`src/hw/ocg_pkg.sv`:
```
package ocg_pkg;

  // Register map, one aligned word each
  localparam logic [7:0] OFS_SCC      = 8'h00;
  localparam logic [7:0] OFS_FAST_RC_OSC_CONTROL    = 8'h04;
  localparam logic [7:0] OFS_CRYSTAL_OSC_CONTROL     = 8'h08;
  localparam logic [7:0] OFS_POWER_CONTROL     = 8'h0c;
  localparam logic [7:0] OFS_INT_STAT = 8'h10;
  localparam logic [7:0] OFS_INT_CLR  = 8'h14;
  localparam logic [7:0] OFS_INT_EN   = 8'h18;

  // system_clock_control fields
  localparam int SCC_SEL_LSB       = 5;
  localparam int SCC_SRC_BIT       = 3;
  localparam int SCC_FAST_KEEP_BIT = 1;
  localparam int SCC_SLOW_KEEP_BIT = 0;
  localparam logic [7:0] SCC_MASK  = 8'heb;
  localparam logic [7:0] SCC_RST   = 8'h00;
  localparam logic [2:0] SEL_SLOW  = 3'h7;

  // Oscillator control fields, same layout for both fast oscillators
  localparam int OSC_FLAG_BIT    = 1;
  localparam int OSC_EN_BIT      = 0;
  localparam logic INTERNAL_FAST_RC_OSC_EN_RST   = 1'b1;
  localparam logic HXT_EN_RST    = 1'b0;

  // power_control fields
  localparam int PWR_PORTA_WAKE  = 7;
  localparam int PWR_TB_WAKE     = 4;
  localparam int PWR_POR         = 3;
  localparam int PWR_LOWCUR      = 2;
  localparam int PWR_ISO         = 1;
  localparam int PWR_DEEP        = 0;
  localparam logic [7:0] POWER_CONTROL_MASK = 8'h9f;
  localparam logic [7:0] POWER_CONTROL_RST  = 8'h08;

  // Interrupt events
  localparam int EV_HALT = 0;
  localparam int EV_WAKE = 1;
  localparam int EV_FRC  = 2;
  localparam int EV_XTAL = 3;
  localparam int EV_W    = 4;

  // Oscillator settling time
  localparam int CLK_PERIOD_NS = 10;
  localparam int SETTLE_NS     = 4000;
  localparam logic [15:0] SETTLE_CYCLES =
    16'((SETTLE_NS + CLK_PERIOD_NS - 1) / CLK_PERIOD_NS);

  typedef enum logic [2:0] {
    PM_RUN, PM_SLEEP, PM_IDLE_LOW, PM_IDLE_DUAL, PM_IDLE_HIGH, PM_DEEP
  } ocg_pm_e;

  typedef struct packed {
    logic        psel;
    logic        penable;
    logic        pwrite;
    logic [7:0]  paddr;
    logic [31:0] pwdata;
  } ocg_apb_req_s;

  typedef struct packed {
    logic [31:0] prdata;
    logic        pready;
    logic        pslverr;
  } ocg_apb_rsp_s;

  typedef struct packed {
    logic       coreClkEn;
    logic       coreTick;
    logic       fastClkEn;
    logic       fastRcOn;
    logic       crystalOn;
    logic       slowClkEn;
    logic       slowRcOn;
    logic       regulatorOn;
    logic       sysSlow;
    logic [2:0] sysDivSel;
    logic       timeBaseSlowRc;
    logic       ioIsolate;
    logic       regLowCurrent;
  } ocg_clk_s;

  typedef struct packed {
    logic [7:0]  system_clock_control;
    logic        fast_rc_enable;
    logic        hircFlag;
    logic [15:0] hircCnt;
    logic        crystal_enable;
    logic        hxtFlag;
    logic [15:0] hxtCnt;
    logic [7:0]  power_control;
    logic [EV_W-1:0] intStat;
    logic [EV_W-1:0] intEn;
    ocg_pm_e     pm;
    logic [2:0]  haltSel;
    logic        haltSrc;
    logic [5:0]  divCnt;
    logic [31:0] prdata;
  } ocg_state_s;

endpackage

```
`src/hw/ocg_clock_ctrl.sv`:
```
// Added by the designer: the APB interface to the registers and the address map.
module ocg_clock_ctrl
  import ocg_pkg::*;
(
  input  wire logic                  clock,
  input  wire logic                  rst,
  input  wire ocg_pkg::ocg_apb_req_s apbReq,
  output ocg_pkg::ocg_apb_rsp_s      apbRsp,
  input  wire logic                  haltReq,
  input  wire logic                  portAWake,
  input  wire logic                  timeBaseWake,
  input  wire logic                  otherWake,
  input  wire logic                  wdtEnable,
  input  wire logic                  slowTick,
  output ocg_pkg::ocg_clk_s          clkCtl,
  output logic                       irq
);
  import ocg_pkg::*;

  ocg_state_s s_q;
  ocg_state_s s_d;
  logic       running;
  logic [2:0] selEff;
  logic       srcEff;
  logic       slowSel;
  logic       selOscEn;
  logic       divTick;
  logic       wakeAny;
  logic       wrAcc;
  logic       rdSetup;
  logic       mapped;
  logic [EV_W-1:0] ev;

  function automatic ocg_pm_e decodeHalt(input logic deep, input logic fk, input logic sk);
    ocg_pm_e m;
    if (deep)
      m = PM_DEEP;
    else if (fk && sk)
      m = PM_IDLE_DUAL;
    else if (fk)
      m = PM_IDLE_HIGH;
    else if (sk)
      m = PM_IDLE_LOW;
    else
      m = PM_SLEEP;
    return m;
  endfunction

  function automatic logic [5:0] divMask(input logic [2:0] sel);
    return 6'((7'h01 << sel) - 7'h01);
  endfunction

  function automatic logic isMapped(input logic [7:0] a);
    return a == OFS_SCC || a == OFS_FAST_RC_OSC_CONTROL || a == OFS_CRYSTAL_OSC_CONTROL || a == OFS_POWER_CONTROL ||
           a == OFS_INT_STAT || a == OFS_INT_CLR || a == OFS_INT_EN;
  endfunction

  // While halted the sampled selection governs, not the live register
  assign running  = s_q.pm == PM_RUN;
  assign selEff   = running ? s_q.system_clock_control[SCC_SEL_LSB +: 3] : s_q.haltSel;
  assign srcEff   = running ? s_q.system_clock_control[SCC_SRC_BIT] : s_q.haltSrc;
  assign slowSel  = selEff == SEL_SLOW;
  assign selOscEn = srcEff ? s_q.crystal_enable : s_q.fast_rc_enable;
  assign divTick  = (s_q.divCnt & divMask(selEff)) == divMask(selEff);
  assign wakeAny  = portAWake | timeBaseWake | otherWake;
  assign wrAcc    = apbReq.psel & apbReq.penable & apbReq.pwrite;
  assign rdSetup  = apbReq.psel & ~apbReq.penable & ~apbReq.pwrite;
  assign mapped   = isMapped(apbReq.paddr);

  always_comb
  begin
    s_d = s_q;
    ev  = '0;
    s_d.divCnt = 6'(s_q.divCnt + 6'h01);

    // Read data captured in setup so it comes from flops in access
    if (rdSetup)
    begin
      s_d.prdata = '0;
      case (apbReq.paddr)
        OFS_SCC:      s_d.prdata[7:0] = s_q.system_clock_control;
        OFS_FAST_RC_OSC_CONTROL:
        begin
          s_d.prdata[OSC_FLAG_BIT] = s_q.hircFlag;
          s_d.prdata[OSC_EN_BIT]   = s_q.fast_rc_enable;
        end
        OFS_CRYSTAL_OSC_CONTROL:
        begin
          s_d.prdata[OSC_FLAG_BIT] = s_q.hxtFlag;
          s_d.prdata[OSC_EN_BIT]   = s_q.crystal_enable;
        end
        OFS_POWER_CONTROL:     s_d.prdata[7:0] = s_q.power_control;
        OFS_INT_STAT: s_d.prdata[EV_W-1:0] = s_q.intStat;
        OFS_INT_EN:   s_d.prdata[EV_W-1:0] = s_q.intEn;
        default:      s_d.prdata = '0;
      endcase
    end

    if (wrAcc)
    begin
      case (apbReq.paddr)
        OFS_SCC:    s_d.system_clock_control = apbReq.pwdata[7:0] & SCC_MASK;
        OFS_FAST_RC_OSC_CONTROL:
        begin
          s_d.fast_rc_enable = apbReq.pwdata[OSC_EN_BIT];
          if (apbReq.pwdata[OSC_EN_BIT] && !s_q.fast_rc_enable)
          begin
            s_d.hircFlag = 1'b0;
            s_d.hircCnt  = '0;
          end
        end
        OFS_CRYSTAL_OSC_CONTROL:
        begin
          s_d.crystal_enable = apbReq.pwdata[OSC_EN_BIT];
          if (apbReq.pwdata[OSC_EN_BIT] && !s_q.crystal_enable)
          begin
            s_d.hxtFlag = 1'b0;
            s_d.hxtCnt  = '0;
          end
        end
        OFS_POWER_CONTROL:   s_d.power_control = apbReq.pwdata[7:0] & POWER_CONTROL_MASK;
        OFS_INT_CLR: s_d.intStat = s_q.intStat & ~apbReq.pwdata[EV_W-1:0];
        OFS_INT_EN: s_d.intEn = apbReq.pwdata[EV_W-1:0];
        default:    s_d.intEn = s_q.intEn;
      endcase
    end

    // Settle counters; a disabled oscillator is never stable
    if (!s_d.fast_rc_enable)
      s_d.hircFlag = 1'b0;
    else if (s_q.fast_rc_enable && !s_q.hircFlag)
    begin
      s_d.hircCnt = 16'(s_q.hircCnt + 16'h0001);
      if (s_q.hircCnt == SETTLE_CYCLES - 16'h0001)
      begin
        s_d.hircFlag = 1'b1;
        ev[EV_FRC]   = 1'b1;
      end
    end
    if (!s_d.crystal_enable)
      s_d.hxtFlag = 1'b0;
    else if (s_q.crystal_enable && !s_q.hxtFlag)
    begin
      s_d.hxtCnt = 16'(s_q.hxtCnt + 16'h0001);
      if (s_q.hxtCnt == SETTLE_CYCLES - 16'h0001)
      begin
        s_d.hxtFlag = 1'b1;
        ev[EV_XTAL] = 1'b1;
      end
    end

    case (s_q.pm)
      PM_RUN:
      begin
        if (haltReq)
        begin
          s_d.pm = decodeHalt(s_q.power_control[PWR_DEEP], s_q.system_clock_control[SCC_FAST_KEEP_BIT],
                              s_q.system_clock_control[SCC_SLOW_KEEP_BIT]);
          s_d.haltSel = s_q.system_clock_control[SCC_SEL_LSB +: 3];
          s_d.haltSrc = s_q.system_clock_control[SCC_SRC_BIT];
          ev[EV_HALT] = 1'b1;
        end
      end
      PM_SLEEP, PM_IDLE_LOW, PM_IDLE_DUAL, PM_IDLE_HIGH, PM_DEEP:
      begin
        if (wakeAny)
        begin
          s_d.pm = PM_RUN;
          ev[EV_WAKE] = 1'b1;
          // Wake source flags only mark exits from deep sleep; set beats a write
          if (s_q.pm == PM_DEEP && portAWake)
            s_d.power_control[PWR_PORTA_WAKE] = 1'b1;
          if (s_q.pm == PM_DEEP && timeBaseWake)
            s_d.power_control[PWR_TB_WAKE] = 1'b1;
        end
      end
      default: s_d.pm = PM_RUN;
    endcase

    // Set wins over a clear in the same cycle
    s_d.intStat = s_d.intStat | ev;
  end

  always_ff @(posedge clock or posedge rst)
  begin
    if (rst)
    begin
      s_q          <= '0;
      s_q.system_clock_control      <= SCC_RST;
      s_q.fast_rc_enable   <= INTERNAL_FAST_RC_OSC_EN_RST;
      s_q.crystal_enable    <= HXT_EN_RST;
      s_q.power_control     <= POWER_CONTROL_RST;
      s_q.pm       <= PM_RUN;
    end
    else
      s_q <= s_d;
  end

  assign apbRsp.prdata  = s_q.prdata;
  assign apbRsp.pready  = 1'b1;
  assign apbRsp.pslverr = apbReq.psel & apbReq.penable & ~mapped;

  always_comb
  begin
    clkCtl = '0;
    clkCtl.coreClkEn   = running;
    clkCtl.sysSlow     = slowSel;
    clkCtl.sysDivSel   = selEff;
    // Divided tick from the fast clock, slow strobe in slow run
    clkCtl.coreTick    = running & (slowSel ? slowTick : divTick);
    // Normal run needs the fast clock; slow run leaves it to the enable bit
    clkCtl.fastClkEn   = running ? (slowSel ? selOscEn : 1'b1)
                       : (s_q.pm == PM_IDLE_DUAL || s_q.pm == PM_IDLE_HIGH);
    clkCtl.fastRcOn    = clkCtl.fastClkEn & ~srcEff;
    clkCtl.crystalOn   = clkCtl.fastClkEn & srcEff;
    clkCtl.slowClkEn   = running | s_q.pm == PM_IDLE_LOW | s_q.pm == PM_IDLE_DUAL;
    clkCtl.slowRcOn    = clkCtl.slowClkEn | s_q.pm == PM_IDLE_HIGH | wdtEnable;
    clkCtl.regulatorOn = s_q.pm != PM_DEEP;
    clkCtl.timeBaseSlowRc = (s_q.pm == PM_DEEP) & wdtEnable;
    clkCtl.ioIsolate   = s_q.power_control[PWR_ISO];
    clkCtl.regLowCurrent = s_q.power_control[PWR_LOWCUR];
  end

  assign irq = |(s_q.intStat & s_q.intEn);
endmodule

```
`config.mk`:
```
export PLATFORM = sky130hd
export DESIGN_NAME = ocg_clock_ctrl
export DESIGN_NICKNAME = d
export VERILOG_FILES = /design/src/hw/ocg_pkg.sv /design/src/hw/ocg_clock_ctrl.sv
export SDC_FILE = /design/constraint.sdc
export NUM_CORES = 1
export LEC_CHECK = 0
export BUFFER_PORTS_ARGS = -buffer_cell sky130_fd_sc_hd__buf_4
export CAP_MARGIN = 20
export CELL_PAD_IN_SITES_DETAIL_PLACEMENT = 2
export CELL_PAD_IN_SITES_GLOBAL_PLACEMENT = 2
export CORE_AREA = 3 3 121 123
export CTS_CLUSTER_DIAMETER = 120
export DETAILED_ROUTE_END_ITERATION = 16
export DIE_AREA = 0 0 124 126
export GPL_ROUTABILITY_DRIVEN = 0
export PLACE_DENSITY = 0.8
export SETUP_SLACK_MARGIN = 0.1
export SYNTH_ARGS = -nofsm -noshare
export SYNTH_HDL_FRONTEND = slang
export SYNTH_SLANG_ARGS = --single-unit
export TNS_END_PERCENT = 10
```
`constraint.sdc`:
```
create_clock -name clock -period 3.2 [get_ports clock]
set_input_delay 0.64 -clock clock [delete_from_list [all_inputs] [get_ports clock]]
set_output_delay 0.64 -clock clock [all_outputs]
set_load 0.02 [all_outputs]
```
# Yosys cells after proc, flatten, opt, wreduce, memory -nomap -nowiden

Index checks and enable logic that the tools add are counted.

Word-level logic and storage cells: 138
Register bits: 77
Output and inout port bits: 50
Input port bits: 51

$add $sub $neg: 4
Reduce and logical (&&, ||, !) cells: 27
Multiplexer cells: 48
Shifts and indexed selects: 1
Equal/unequal tests: 18
Bitwise operators: 24

Operators with widths:

| cell                    | number |
|---|---|
| $mux W17                | 4 |
| $mux W52                | 1 |
| $mux W18                | 2 |
| $add A16 B1 Y16 const B | 2 |
| $eq A16 B9 Y1 const B   | 2 |
| $mux W16                | 2 |
| $mux W1                 | 25 |
| $eq A8 B5 Y1 const B    | 3 |
| $eq A8 B4 Y1 const B    | 2 |
| $mux W3                 | 5 |
| $pmux W2 S6             | 1 |
| $reduce_and A2 Y1       | 5 |
| $and A1 B1 Y1           | 9 |
| $eq A3 B3 Y1 const B    | 3 |
| $and A4 B4 Y4           | 2 |
| $eq A8 B3 Y1 const B    | 1 |
| $logic_not A8 Y1        | 1 |
| $mux W4                 | 2 |
| $mux W8                 | 1 |
| $pmux W2 S4             | 1 |
| $pmux W4 S2             | 1 |
| $logic_and A1 B1 Y1     | 7 |
| $logic_or A1 B1 Y1      | 7 |
| $mux W7                 | 1 |
| other kinds (19)        | 32 |

# Depth between registers and ports, before layout

Word-level depth: 9
Mapped depth: 9
Depth with buffers taken out: 8

# Worst setup path after synthesis

Ideal clock, no wire load.

Path kind: register -> output
Start point: register s_q[44] (netlist name)
End point: output port clkCtl[13] (netlist name)
Path slack: 464 ps
Data arrival time: 2096 ps
Required time: 2560 ps
Cell stages (with the launch flop): 9
Path buffers: 0
Cell sequence: dfrtp_1 > nor3_2 > mux2i_1 > inv_1 > nand2_1 > ha_1 > o221ai_1 > a221oi_1 > a31o_2

RTL lines:

| element         | RTL line             | text |
|---|---|---|
| start, declared | ocg_clock_ctrl.sv:20 | `ocg_state_s s_q;` |
| end, declared   | ocg_clock_ctrl.sv:15 | `output ocg_pkg::ocg_clk_s clkCtl,` |

==> impl_metrics.py <==
metrics = {
    "clock_network": {
        "holdBufCountCts": 0,
        "clock_sinks": 77,
        "cts.path.max_buffers": 2,
        "root_buffer": "clkbuf_16",
        "cts_tree": "done",
        "path_clk_slew_ns": 0.06,
        "htreeDepth": 3,
        "cts_buffers": 9,
        "insertion_delay_ns": 0.34,
    },
    "critical_path": {
        "r2r_start": "s_q[78]",
        "cp_max_fo": 6,
        "cp.required_ns": 2.56,
        "cp.arrival_ns": 2.40,
        "worst_setup_path_start_kind": "flop",
        "path_class": "flop to primary output",
        "cp-startpoint": "s_q[42]",
        "end_kind": "primary output",
    },
    "power_and_ir_drop": {
        "clock_power_share_pct": 38.7,
        "internal_power_uw": 1691,
        "p_sw_share_pct": 29.72,
        "p_comb_share_pct": 15.9,
        "ir_drop_v": 0.0002536,
        "powerDensity_nw_per_um2": 463.4,
        "pwr-share-seq_pct": 45.5,
        "switchingPower_uw": 715.3,
        "power.total_uw": 2407,
        "power_leakage_uw": 0.002380,
    },
    "global_routing": {
        "grt_max_degree": 78,
        "antenna_found_initial": 0,
        "grt_pass1_wl_um": 20640,
        "grt_overflow": 0,
        "grt.total_usage_pct": 16.76,
        "first_global_vias": 3972,
    },
    "yosys": {
        "synthFlopType": "dfrtp_1",
        "syn_avg_cell_area_sq_um": 9.658,
        "synth.top_cell.area_share_pct": 42.06,
        "async_flop_share_pct": 100.0,
        "synth_edf_count": 0,
        "ys_warn_count": 0,
        "synthesis.area_sq_um": 4462,
        "synth_top_area_cell": "dfrtp_1",
        "synth_seq_area_share_pct": 43.24,
        "synth.distinct_cells": 62,
        "syn_inst": 462,
        "yosys-top-cells-area": "dfrtp_1, buf_4, nand2_1, mux2i_1, mux2_2",
        "synth-seq-cells": 77,
    },
    "cells_and_area": {
        "fillers": 1539,
        "multi_input_area_sq_um": 2207,
        "diodes": 0,
        "nets": 565,
        "seq_area_sq_um": 1933,
        "syn_to_final_growth_pct": 16.40,
        "final_cell_area_sq_um": 5194,
        "drive_above_1_share_pct": 22.66,
    },
    "timing": {
        "fin_crit_sh_pct": 94.87,
        "worst_pin_slew_ns": 0.6385,
        "min_period_ns": 3.036,
        "max_freq_ghz": 0.3294,
        "finalSetupViolCount": 0,
        "timing.hold.ws_ns": 0.3817,
        "skew_ns": 0.006870,
        "finalHoldViolCount": 0,
        "setup_slack_ns": 0.1640,
        "max_slew_margin_pct": 57.08,
        "slew_violations": 0,
        "grt_setup_unrepaired": "false",
        "finalSetupTns_ns": 0,
    },
    "route": {
        "drt_iter0_markers": 114,
        "wl_met2_um": 6665,
        "vias": 3602,
        "top_layer": "met4",
        "ant_nets": 0,
        "m1WireLength_um": 5426,
        "via_per_inst": 5.205,
        "wl_met3_um": 446,
        "dr.pass1.iters": 5,
        "wl_per_cell_um": 18.40,
        "drt-total-wl_um": 12730,
        "drc_errors": 0,
    },
    "place": {
        "place_ws_ns": 0.3516,
        "placed_area_sq_um": 4843,
        "dp_hpwl_um": 9437,
        "portBuffers": 51,
    },
    "floorplan": {
        "core_sq_um": 13770,
        "die_width_um": 124,
        "fp-row-count": 43,
        "io_pins": 101,
        "initial_utilization_pct": 32.39,
        "die_h_um": 126,
        "dieArea_sq_um": 15620,
    },
    "job": {
        "drv_cap": 0,
    },
    "worst_hold_path": {
        "hold_class": "primary input to asynchronous set/reset pin",
    },
    "status": {
        "status": "finished, final reports clean",
    },
}
## kinds of logic (layout without fill, tap and decap cells)
family / Yosys count / count (layout) / share of synthesized area [%]
multiplexers: 41 / 41 / 10.10
AND/OR/NAND/NOR: 193 / 193 / 22.94
buffers and inverters: 72 / 99 / 9.731
AO/OA/AOI/OAI: 53 / 53 / 8.525
other: 2 / 25 / 0.1683
XOR/XNOR: 17 / 17 / 3.337
adder cells (fa/ha/maj): 7 / 7 / 1.963
flip-flops: 77 / 77 / 43.24
## cells in the final DEF (no fill, tap or decap), types with 9 or more instances in the layout
cell       count
conb_1        25
nor3_1        10
and3_1        11
xnor2_1       11
mux2_2        16
buf_4         60
mux2i_1       20
nor2_1        31
nand2_1       59
o21ai_0        9
dfrtp_1       72
inv_1         20
nand4_1       15
nor4_1        10
clkbuf_16      9
nand3_1       23
## worst max-delay path, cell delays in order, from the launching register on
cell and delay, ns:
dfrtp_2 0.43, nor3_4 0.24, buf_6 0.17, nand2_1 0.06
o31ai_1 0.10, nand2_1 0.13, ha_1 0.32, o221ai_2 0.19
a221oi_2 0.05, a31o_2 0.22, buf_4 0.15
## power groups by stage
stage	Sequential (uW)	Clock [uW]	Combinational, uW
global route	1110	1010	427
detailed placement	1110	0	368
CTS	1100	961	378
finish	1090	931	382
floorplan	1090	0	282
global placement	1110	0	348
## synth_stat cells, types with 3 or more instances
cell / instances
nand2_1: 59
o31ai_1: 6
dfrtp_1: 75
nand3_1: 23
and4_1: 3
nor2b_1: 4
nor3b_1: 4
mux2_4: 4
a21oi_1: 5
mux2i_1: 21
nand4_1: 15
buf_4: 37
mux2_2: 16
and3_1: 11
and2_1: 6
xor2_1: 6
inv_1: 21
nor2_1: 31
clkbuf_1: 4
xnor2_1: 11
o211ai_1: 6
nor4_1: 10
a22oi_1: 3
ha_1: 7
nor3_1: 10
buf_2: 5
o21ai_0: 9
a22o_1: 4
## registers in the layout, indices dropped and copies added (netlist names)
register  cells
clkCtl        2
s_q          67
apbRsp        8
## path summary, 6_finish.rpt
kind,to,slack [ns],cells after the start
max,clkCtl[13],0.16,10
min,s_q[75],0.38,3
max reg2reg,s_q[75],1.33,5
min reg2reg,s_q[37],0.48,1
max in group asynchronous,s_q[56],2.44,3
min in group clock,s_q[37],0.48,1
## repair_timing
| action | in CTS | in global routing |
|---|---|---|
| hold endpoints to repair | 0 | 0 |
| endpoints found under the setup margin | 1 | 1 |
| pin swaps | 0 | 2 |
| buffers inserted | 3 | 4 |
| cloned | 0 | 0 |
| resized for setup | 5 | 3 |
## metrics by stage
step           util [%]  instances
6_report          37.71        692
5_1_grt           37.71        692
4_1_cts           37.39        688
3_5_place_dp      35.17        669
3_3_place_gp      35.17        669
2_1_floorplan         -        485
## layer usage
layer,global-route usage (%),up-vias
met5,0,-
met4,5.090,0
met3,3.009,13
met2,29.43,69
met1,20.76,1849
li1,-,1671
## layout make-up
class / instances / share of cell area [%]
multi-input cells: 336 / 42.50
flip-flops and latches: 77 / 37.22
repair buffers: 62 / 9.275
clock buffers: 9 / 4.336
well taps: 180 / 4.336
inverters: 21 / 1.518
clock inverters: 7 / 0.8191
No activity file was read; power rests on OpenSTA's default activity.
